--- config.mk ---
export PLATFORM = sky130hd
export DESIGN_NAME = sarc_frame_ctrl
export DESIGN_NICKNAME = d
export VERILOG_FILES = /design/src/common/sarc_pkg.sv /design/src/common/sarc_sar_if.sv /design/src/hw/sarc_frame_ctrl.sv /design/src/hw/sarc_sar_engine.sv
export SDC_FILE = /design/constraint.sdc
export NUM_CORES = 1
export LEC_CHECK = 0
export BUFFER_PORTS_ARGS = -buffer_cell sky130_fd_sc_hd__buf_2
export CAP_MARGIN = 20
export CORE_MARGIN = 4
export CORE_UTILIZATION = 38
export DETAILED_ROUTE_END_ITERATION = 10
export MAX_ROUTING_LAYER = met4
export RECOVER_POWER = 100
export SLEW_MARGIN = 20
export SYNTH_ARGS = -nofsm -noshare
export SYNTH_HDL_FRONTEND = slang
export SYNTH_SLANG_ARGS = --single-unit
--- constraint.sdc ---
create_clock -name clock_i -period 4.2 [get_ports clock_i]
set_clock_uncertainty 0.15 [all_clocks]
set_input_delay 0.84 -clock clock_i [delete_from_list [all_inputs] [get_ports clock_i]]
set_output_delay 0.84 -clock clock_i [all_outputs]
set_load 0.02 [all_outputs]
--- src/common/sarc_pkg.sv ---
// Purpose: Shared constants and types of the converter frame control.
// Assumes: Falls are counted from 1 inside a frame opened by chip select going low.
// Notes:   All fall numbers are compared against the count after it is bumped.
package sarc_pkg;

   localparam int RES_W = 12;
   localparam int CNT_W = 6;

   localparam logic [CNT_W-1:0] CONV_LAST_FALL = 6'h0c;
   localparam logic [CNT_W-1:0] DATA_FIRST_FALL = 6'h02;
   localparam logic [CNT_W-1:0] DATA_LAST_FALL = 6'h0d;
   localparam logic [CNT_W-1:0] PU_CAL_STEP_LAST = 6'h0c;
   localparam logic [CNT_W-1:0] PU_CAL_DONE = 6'h10;
   localparam logic [CNT_W-1:0] NORM_CAL_START = 6'h11;
   localparam logic [CNT_W-1:0] NORM_CAL_STEP_LAST = 6'h1d;
   localparam logic [CNT_W-1:0] NORM_CAL_DONE = 6'h20;
   localparam logic [CNT_W-1:0] FALL_MAX = 6'h3f;

   localparam logic [RES_W-1:0] OFFSET_RESET = 12'h000;
   localparam logic [RES_W-1:0] CODE_FULL = 12'hfff;

   typedef enum logic [1:0] {
      SARC_ACQ = 2'b00,
      SARC_CONV = 2'b01,
      SARC_POST = 2'b10,
      SARC_CAL = 2'b11
   } sarc_state_t;

endpackage

--- src/common/sarc_sar_if.sv ---
// Purpose: Carries the controls and code between frame control and the search engine.
// Assumes: One clock domain; start and step are one-cycle pulses.
// Notes:   The comparator level is passed through unchanged.
interface sarc_sar_if #(parameter int W = 12);
   logic start;
   logic step;
   logic comp;
   logic busy;
   logic [W-1:0] code;
   logic [W-1:0] trial;

   modport ctl (output start, output step, output comp, input busy, input code, input trial);
   modport eng (input start, input step, input comp, output busy, output code, output trial);
endinterface

--- src/hw/sarc_frame_ctrl.sv ---
// Purpose: Frame control of a 12-bit successive-approximation converter.
// Assumes: cs_n_i and sclk_i are synchronous to clock_i, which must run
//          well above twice the serial clock so that every fall is seen.
// Notes:   rst_i stands for power-up; it clears the offset store and arms
//          the power-up calibration.
module sarc_frame_ctrl (
   // Clock and reset
   input wire logic clock_i,
   input wire logic rst_i,
   // Serial interface
   input wire logic cs_n_i,
   input wire logic sclk_i,
   output logic sdo_o,
   output logic sdo_oe_o,
   // Analog core
   input wire logic comp_i,
   output logic sample_o,
   output logic input_connect_o,
   output logic [sarc_pkg::RES_W-1:0] dac_code_o,
   // Status
   output logic cal_busy_o,
   output logic [sarc_pkg::RES_W-1:0] offset_o
);
   import sarc_pkg::*;

   // ----------------------------------------------------------------
   // Edge detection
   // ----------------------------------------------------------------
   logic cs_q;
   logic sclk_q;
   logic cs_fall;
   logic cs_rise;
   logic sck_fall;

   assign cs_fall = cs_q & ~cs_n_i;
   assign cs_rise = ~cs_q & cs_n_i;
   assign sck_fall = sclk_q & ~sclk_i & ~cs_n_i & ~cs_q;

   // ----------------------------------------------------------------
   // Search engine
   // ----------------------------------------------------------------
   sarc_sar_if #(.W(RES_W)) sar ();

   sarc_sar_engine #(.WIDTH(RES_W)) u_engine (
      .clock_i(clock_i),
      .rst_i(rst_i),
      .sar(sar)
   );

   // ----------------------------------------------------------------
   // Frame sequencing
   // ----------------------------------------------------------------
   sarc_state_t state;
   sarc_state_t next_state;
   logic [CNT_W-1:0] falls;
   logic [CNT_W-1:0] next_falls;
   logic [CNT_W-1:0] nf;
   logic pu_pending;
   logic next_pu_pending;
   logic cal_norm;
   logic next_cal_norm;
   logic [RES_W-1:0] offset;
   logic [RES_W-1:0] next_offset;
   logic next_sdo;
   logic next_sdo_oe;
   logic next_sample;
   logic next_connect;
   logic next_cal_busy;
   logic [RES_W-1:0] next_dac;
   logic [RES_W:0] dac_sum;
   logic start;
   logic step;

   assign nf = (falls == FALL_MAX) ? falls : falls + 1'b1;
   assign sar.start = start;
   assign sar.step = step;
   assign sar.comp = comp_i;
   assign dac_sum = {1'b0, sar.trial} + {1'b0, offset};

   always_comb begin
      next_state = state;
      next_falls = falls;
      next_pu_pending = pu_pending;
      next_cal_norm = cal_norm;
      next_offset = offset;
      next_sample = 1'b0;
      start = 1'b0;
      step = 1'b0;
      if (cs_fall) begin
         next_falls = '0;
         next_sample = 1'b1;
         start = 1'b1;
         next_pu_pending = 1'b0;
         next_cal_norm = 1'b0;
         next_state = pu_pending ? SARC_CAL : SARC_CONV;
      end else if (cs_rise) begin
         // An unfinished calibration is dropped and the store kept.
         next_state = SARC_ACQ;
      end else if (sck_fall) begin
         next_falls = nf;
         unique case (state)
            SARC_CONV: begin
               step = 1'b1;
               if (nf == CONV_LAST_FALL) begin
                  next_state = SARC_POST;
               end
            end
            SARC_POST: begin
               if (nf == NORM_CAL_START) begin
                  start = 1'b1;
                  next_cal_norm = 1'b1;
                  next_state = SARC_CAL;
               end
            end
            SARC_CAL: begin
               if (cal_norm) begin
                  step = (nf > NORM_CAL_START) && (nf <= NORM_CAL_STEP_LAST);
                  if (nf == NORM_CAL_DONE) begin
                     next_offset = sar.code;
                     next_state = SARC_POST;
                  end
               end else begin
                  step = nf <= PU_CAL_STEP_LAST;
                  if (nf == PU_CAL_DONE) begin
                     next_offset = sar.code;
                     next_state = SARC_POST;
                  end
               end
            end
            SARC_ACQ: begin
               next_state = SARC_ACQ;
            end
         endcase
      end
   end

   // ----------------------------------------------------------------
   // Serial output
   // ----------------------------------------------------------------
   always_comb begin
      next_sdo = sdo_o;
      next_sdo_oe = sdo_oe_o;
      if (cs_fall) begin
         next_sdo = 1'b0;
         next_sdo_oe = 1'b1;
      end else if (cs_rise) begin
         next_sdo = 1'b0;
         next_sdo_oe = 1'b0;
      end else if (sck_fall) begin
         // Two zeros lead, the result follows, and the line stays low after.
         if (!cal_norm && state != SARC_CAL && nf >= DATA_FIRST_FALL
             && nf <= DATA_LAST_FALL) begin
            next_sdo = sar.code[4'(DATA_LAST_FALL - nf)];
         end else begin
            next_sdo = 1'b0;
         end
      end
   end

   // The sampler is isolated while converting or calibrating.
   always_comb begin
      next_connect = (next_state == SARC_ACQ) || (next_state == SARC_POST);
      next_cal_busy = (next_state == SARC_CAL);
   end

   // The search in a conversion is shifted by the stored offset, saturating
   // at full scale, so the result is already corrected.
   always_comb begin
      if (state == SARC_CAL) begin
         next_dac = sar.trial;
      end else if (dac_sum[RES_W]) begin
         next_dac = CODE_FULL;
      end else begin
         next_dac = dac_sum[RES_W-1:0];
      end
   end

   // ----------------------------------------------------------------
   // Registers
   // ----------------------------------------------------------------
   // Edge history starts at the idle levels so no false edge follows reset.
   always_ff @(posedge clock_i) begin
      if (rst_i) begin
         cs_q <= 1'b1;
         sclk_q <= 1'b0;
      end else begin
         cs_q <= cs_n_i;
         sclk_q <= sclk_i;
      end
   end

   // Frame sequencing state and the offset store.
   always_ff @(posedge clock_i) begin
      if (rst_i) begin
         state <= SARC_ACQ;
         falls <= '0;
         pu_pending <= 1'b1;
         cal_norm <= 1'b0;
         offset <= OFFSET_RESET;
      end else begin
         state <= next_state;
         falls <= next_falls;
         pu_pending <= next_pu_pending;
         cal_norm <= next_cal_norm;
         offset <= next_offset;
      end
   end

   // Output registers, so every pin comes straight from a flip-flop.
   always_ff @(posedge clock_i) begin
      if (rst_i) begin
         sdo_o <= 1'b0;
         sdo_oe_o <= 1'b0;
         sample_o <= 1'b0;
         input_connect_o <= 1'b1;
         dac_code_o <= '0;
         cal_busy_o <= 1'b0;
         offset_o <= OFFSET_RESET;
      end else begin
         sdo_o <= next_sdo;
         sdo_oe_o <= next_sdo_oe;
         sample_o <= next_sample;
         input_connect_o <= next_connect;
         dac_code_o <= next_dac;
         cal_busy_o <= next_cal_busy;
         offset_o <= next_offset;
      end
   end
endmodule

--- src/hw/sarc_sar_engine.sv ---
// Purpose: Successive-approximation search, one bit decided per step pulse.
// Assumes: comp is high while the held sample is at or above the trial level.
// Notes:   Bits are decided most significant first; busy drops after the last one.
module sarc_sar_engine #(
   parameter int WIDTH = sarc_pkg::RES_W
) (
   // Clock and reset
   input wire logic clock_i,
   input wire logic rst_i,
   // Link to frame control
   sarc_sar_if.eng sar
);
   import sarc_pkg::*;

   localparam int PW = $clog2(WIDTH);
   localparam logic [PW-1:0] PTR_TOP = PW'(WIDTH - 1);

   logic [WIDTH-1:0] code;
   logic [WIDTH-1:0] next_code;
   logic [PW-1:0] ptr;
   logic [PW-1:0] next_ptr;
   logic busy;
   logic next_busy;
   logic [WIDTH-1:0] mask;

   assign mask = busy ? ({{(WIDTH-1){1'b0}}, 1'b1} << ptr) : '0;
   assign sar.trial = code | mask;
   assign sar.code = code;
   assign sar.busy = busy;

   always_comb begin
      next_code = code;
      next_ptr = ptr;
      next_busy = busy;
      if (sar.start) begin
         next_code = '0;
         next_ptr = PTR_TOP;
         next_busy = 1'b1;
      end else if (sar.step && busy) begin
         // Keep the trial bit only when the sample is not below the trial level.
         next_code[ptr] = sar.comp;
         if (ptr == '0) begin
            next_busy = 1'b0;
         end else begin
            next_ptr = ptr - 1'b1;
         end
      end
   end

   always_ff @(posedge clock_i) begin
      if (rst_i) begin
         code <= '0;
         ptr <= '0;
         busy <= 1'b0;
      end else begin
         code <= next_code;
         ptr <= next_ptr;
         busy <= next_busy;
      end
   end
endmodule

# Word-level counts from Yosys, hierarchy flattened
# Index checks and enable logic that the tools add are counted.
# word_totals
n_memories	0
romBits	0
register_bits	58
latch_bits	0
ramBits	0
# op_classes
mux	42
n_addsub	4
eq_ne	13
reduce_logical	24
bitwise_logic	12
n_lt_le_gt_ge	8
mul	0
shifts	1
div	0
# op_table
operator	n
2-to-1 mux 12 bit	6
2-to-1 mux 1 bit	18
2-to-1 mux 2 bit	9
adder 12 x 12 -> 13 bit	1
bitwise mux 12 bit	1
== test 6 x 5 -> 1 bit (second input constant)	2
== test 6 bit (second input constant)	2
<= comparator 6 x 4 -> 1 bit (second input constant)	2
2-to-1 mux 4 bit	3
OR 12 bit	1
left shift 1 x 4 -> 12 bit (first input constant)	1
less-than comparator 4 x 5 -> 1 bit (second input constant)	2
== test 2 bit (second input constant)	4
case mux 2 bit (4 select lines)	1
AND reduction 2 bit	4
nonzero test 2 bit	4
adder 6 x 1 -> 6 bit (second input constant)	1
== test 6 x 4 -> 1 bit (second input constant)	1
>= comparator 6 x 2 -> 1 bit (second input constant)	1
greater-than comparator 6 x 5 -> 1 bit (second input constant)	1
<= comparator 6 x 5 -> 1 bit (second input constant)	1
logical AND 1 bit	6
2-to-1 mux 6 bit	1
NOT 1 bit	6
other kinds (18)	25

# Longest topological paths before layout
# depth
word_depth	12
ltp_mapped	14
mapped_depth_nobuf	12

# Hierarchy
# A second synthesis with hierarchy kept.
# hier_totals
hier_cells	429
hier_area_um2	3666.0
# by_module_without_submodules
module	cells_each	n_inst	area_per_inst_um2	seq_area_each_um2
sarc_frame_ctrl	331	1	2802.7	820.8
sarc_sar_engine	98	1	863.3	340.3

# Worst setup path before layout
# No wires, ideal clock.
# synth_path
path_type	reg2reg
from	register u_engine.ptr[0]
to	register dac_code_o[0] in the netlist's numbering
setup_ns	0.139
required_ns	3.911
path_stages_with_launch	15
arrival_ns	3.260
n_path_buf	2
synth_period_minus_slack_ns	3.549
setup_slack_ns	0.651
path_cell_list	dfxtp_1 buf_1 nor2_1 a31oi_1 inv_1 ha_1 fa_1 a21o_1 a21oi_2 o21ai_1 a2111o_1 a41o_1 a31oi_1 buf_4 a221oi_1
# synth_between
elab_chain_cells	6
# synth_rtl
element	line_no	rtl
from (decl)	sarc_sar_engine.sv:20	logic [PW-1:0] ptr;
from (signal assigned)	sarc_sar_engine.sv:57	ptr <= next_ptr;
left shift 1 x 4 -> 12 bit (*)	sarc_sar_engine.sv:26	assign mask = busy ? ({{(WIDTH-1){1'b0}}, 1'b1} << ptr) : '0;
2-to-1 mux 12 bit (*)	sarc_sar_engine.sv:26	
OR 12 bit (*)	sarc_sar_engine.sv:27	assign sar.trial = code | mask;
adder 12 x 12 -> 13 bit	sarc_frame_ctrl.sv:78	assign dac_sum = {1'b0, sar.trial} + {1'b0, offset};
2-to-1 mux 12 bit	sarc_frame_ctrl.sv:171	end else if (dac_sum[RES_W]) begin
2-to-1 mux 12 bit (*)	sarc_frame_ctrl.sv:169	if (state == SARC_CAL) begin
to (signal assigned)	sarc_frame_ctrl.sv:224	dac_code_o <= next_dac;
to (decl)	sarc_frame_ctrl.sv:19	output logic [sarc_pkg::RES_W-1:0] dac_code_o,
# Mark *: on every way between the ends. The rest lies on a longest branch, timed or not.
# A chain may end at the register's enable or synchronous reset.

# Worst setup path in the final report
# layout_path
from	register u_engine.ptr[1]
to	register dac_code_o[1] in the netlist's numbering
# The elaborated chain is that of the path after synthesis.

==> impl_metrics.env <==
export IMPL_num_antenna_cells=0
export IMPL_start_util=0.398
export IMPL_route_met2_wl_um=4610
export IMPL_hold_viol=0
export IMPL_grt_pass1_vias=3157
export IMPL_final_net_count=460
export IMPL_fp_coreArea_um2=8850
export IMPL_setup_viol=0
export IMPL_synth_cells=417
export IMPL_cts_buffers=9
export IMPL_die_w_um=104
export IMPL_start_kind="flip-flop"
export IMPL_top_layer="met4"
export IMPL_met1_length_um=4530
export IMPL_avgViaCountPerCell=5.79
export IMPL_synth_nets=438
export IMPL_grtUsageTotal=0.191
export IMPL_arrival_ps=3850
export IMPL_ios=34
export IMPL_grt_pass1_wl_um=16200
export IMPL_gr_total_overflow=0
export IMPL_cts_tree="yes"
export IMPL_antenna_found_initial=0
export IMPL_path_class="flip-flop to flip-flop"
export IMPL_synth_edf_count=0
export IMPL_relSlewSlack=-0.130
export IMPL_clockBufferDepth=2
export IMPL_hpwl_um=6810
export IMPL_mappedNetlistArea_um2=3520
export IMPL_cts_htree_levels=3
export IMPL_grt_start_max_net_pins=37
export IMPL_synthToLayoutAreaGrowth_pct=9.31
export IMPL_firstDrtPassIters=5
export IMPL_outcome="finished, violations left"
export IMPL_critPathCaptureType="flip-flop"
export IMPL_rows=34
export IMPL_root_buffer="clkbuf_8"
export IMPL_drt_wirelength_per_cell_um=17.6
export IMPL_drv_cap=1
export IMPL_worstPathRequired_ps=4170
export IMPL_setup_tns_ps=0
export IMPL_worst_pin_slew_ps=1700
export IMPL_synth_seq_cells=58
export IMPL_worst_ir_drop_vdd_v=0.000190
export IMPL_finish_instance_area_um2=3850
export IMPL_r2r_slack_ps=320
export IMPL_drive_gt1_frac=0.0766
export IMPL_ant_nets=0
export IMPL_clkTransAtPathRegs_ps=70
export IMPL_finalCritPeriodShare=0.923
export IMPL_drtIter0Drc=246
export IMPL_dr_total_vias=3196
export IMPL_synth_cell_type_count=65
export IMPL_grt_setup_unrepaired="false"
export IMPL_die_h_um=104
export IMPL_yosysTopAreaCellShare=0.330
export IMPL_die_area_um2=10900
export IMPL_io_buffer_count=33
export IMPL_syn_area_per_cell_um2=8.44
export IMPL_clk_latency_ps=350
export IMPL_violations="capacitance limit, slew limit"
export IMPL_clkSinkCount=58
export IMPL_finalCriticalPeriod_ps=3880
export IMPL_yosysTopAreaCell="dfxtp_1"
export IMPL_power_leakage_nw=1.60
export IMPL_cts_hold_buffers=0
export IMPL_dr_wl_met3_um=369
export IMPL_post_cts_buffers=0
export IMPL_cts_resized=0
export IMPL_gp_congestion=0.912
export IMPL_synthTopCellsByArea="dfxtp_1 (33%), mux2i_1 (8.0%), ha_1 (5.3%), nor2_1 (4.1%), nand2_1 (3.5%)"
export IMPL_hold_path_class="flip-flop to flip-flop"
export IMPL_final_max_slew_viol_count=37
export IMPL_p_per_area_nw_per_um2=314
export IMPL_critPathMaxFanout=14
export IMPL_totalPowerFinal_mw=1.21
export IMPL_seq_area_frac_synth=0.330
export IMPL_drc=0
export IMPL_ys_warn_count=0
export IMPL_synth_main_ff_cell="dfxtp_1"
export IMPL_drt_wl_total_um=9690
export IMPL_fmax_ghz=0.258
export IMPL_placed_cell_area_um2=3710
export IMPL_ys_async_sr_fraction=0
-- cell usage after synthesis (2+ instances only) --
| cell type | instances |
|---|---|
| mux2i_1 | 28 |
| dfxtp_1 | 58 |
| nand2_1 | 33 |
| and2_1 | 2 |
| inv_1 | 26 |
| clkbuf_1 | 10 |
| o21ai_0 | 13 |
| nand4_1 | 4 |
| nor2b_1 | 9 |
| nor3_1 | 18 |
| a31oi_1 | 16 |
| xnor2_1 | 8 |
| o21a_1 | 4 |
| mux2_2 | 2 |
| buf_6 | 2 |
| ha_1 | 15 |
| a211o_1 | 2 |
| nor2_1 | 38 |
| a21oi_1 | 24 |
| a21boi_0 | 2 |
| xor2_1 | 6 |
| o21ai_1 | 2 |
| buf_4 | 2 |
| o22ai_1 | 5 |
| buf_1 | 3 |
| and3_1 | 4 |
| a211oi_1 | 4 |
| a311oi_1 | 2 |
| buf_2 | 7 |
| o41ai_1 | 2 |
| a21o_1 | 4 |
| or3_1 | 2 |
| nand2b_1 | 7 |
| nor4_2 | 2 |
| nand3_1 | 5 |
| or2_2 | 4 |
| nor4_1 | 2 |
| a221oi_1 | 13 |
-- layout make-up --
class | count | area (um2)
clock inverter | 5 | 52.6
inverter | 26 | 97.6
tap | 108 | 135
fill | 920 | 5000
sequential | 58 | 1160
clock buffer | 11 | 151
timing repair buffer | 35 | 143
multi-input combinational | 309 | 2110
-- metrics by stage --
step	setup slack [ps]	hold WS [ps]	utilization	cells
2_1_floorplan	651	280	-	417
3_3_place_gp	573	296	0.420	536
3_5_place_dp	481	301	0.420	536
4_1_cts	461	313	0.443	552
5_1_grt	109	377	0.435	552
6_report	322	310	0.435	552
-- layout by cell type, fill, tap and decap left out, types with 4 or more instances in the layout --
master / n
nand2b_1: 7
o22ai_1: 5
inv_1: 26
nand3_1: 6
mux2i_1: 28
xor2_1: 6
and3_1: 4
nor2_1: 38
nor3_1: 18
a211oi_1: 4
clkbuf_1: 30
nand2_1: 33
o21a_1: 4
a31oi_1: 16
a21oi_1: 24
nand4_1: 4
nor4_1: 4
dfxtp_1: 58
xnor2_1: 8
a221oi_1: 13
o21ai_0: 15
ha_1: 15
nor2b_1: 9
clkbuf_8: 11
a21o_1: 4
-- worst max-delay path: stages (launching register included) --
cell and delay [ps]:
dfxtp_1 620, nor2_1 170, a31oi_1 250, inv_1 70
ha_1 220, fa_1 430, a21o_1 180, a21oi_2 170
o21ai_0 130, a2111o_1 450, a41o_1 280, a31oi_1 210
buf_4 220, a221oi_1 100
-- sequential cells by signal (all words and copies together), names as in the netlist --
register           flops
falls                  6
dac_code_o            12
cal_busy_o             1
offset_o              12
sdo_o                  1
sclk_q                 1
sdo_oe_o               1
state                  2
u_engine.sar.code     12
pu_pending             1
input_connect_o        1
u_engine.ptr           4
u_engine.sar.busy      1
sample_o               1
cs_q                   1
cal_norm               1
-- per-layer routing --
metal  GRT usage  up-vias
met1       0.235     1529
met5           -        -
li1            -     1558
met3      0.0472       22
met4      0.0760        0
met2       0.301       87
-- worst paths after layout --
path,depth (start not counted),to,startpoint
max reg2reg,13,dac_code_o[1],u_engine.ptr[1]
max,13,dac_code_o[1],u_engine.ptr[1]
min,2,pu_pending,pu_pending
min reg2reg,2,pu_pending,pu_pending
-- cell families after synthesis --
group,synth area share
AND/OR/NAND/NOR,0.204
multiplexers,0.0860
adder cells (fa/ha/maj),0.0590
buffers and inverters,0.0622
AO/OA/AOI/OAI,0.224
XOR/XNOR,0.0348
flip-flops,0.330
-- power by group --
group | switching (mW) | internal, mW | leakage (nW) | total [mW]
clock | 0.244 | 0.303 | 0.105 | 0.547
sequential | 0.0176 | 0.563 | 0.471 | 0.580
combinational | 0.0561 | 0.0263 | 1.03 | 0.0824
total | 0.317 | 0.892 | 1.60 | 1.21
No activity file was read; power rests on OpenSTA's default activity.
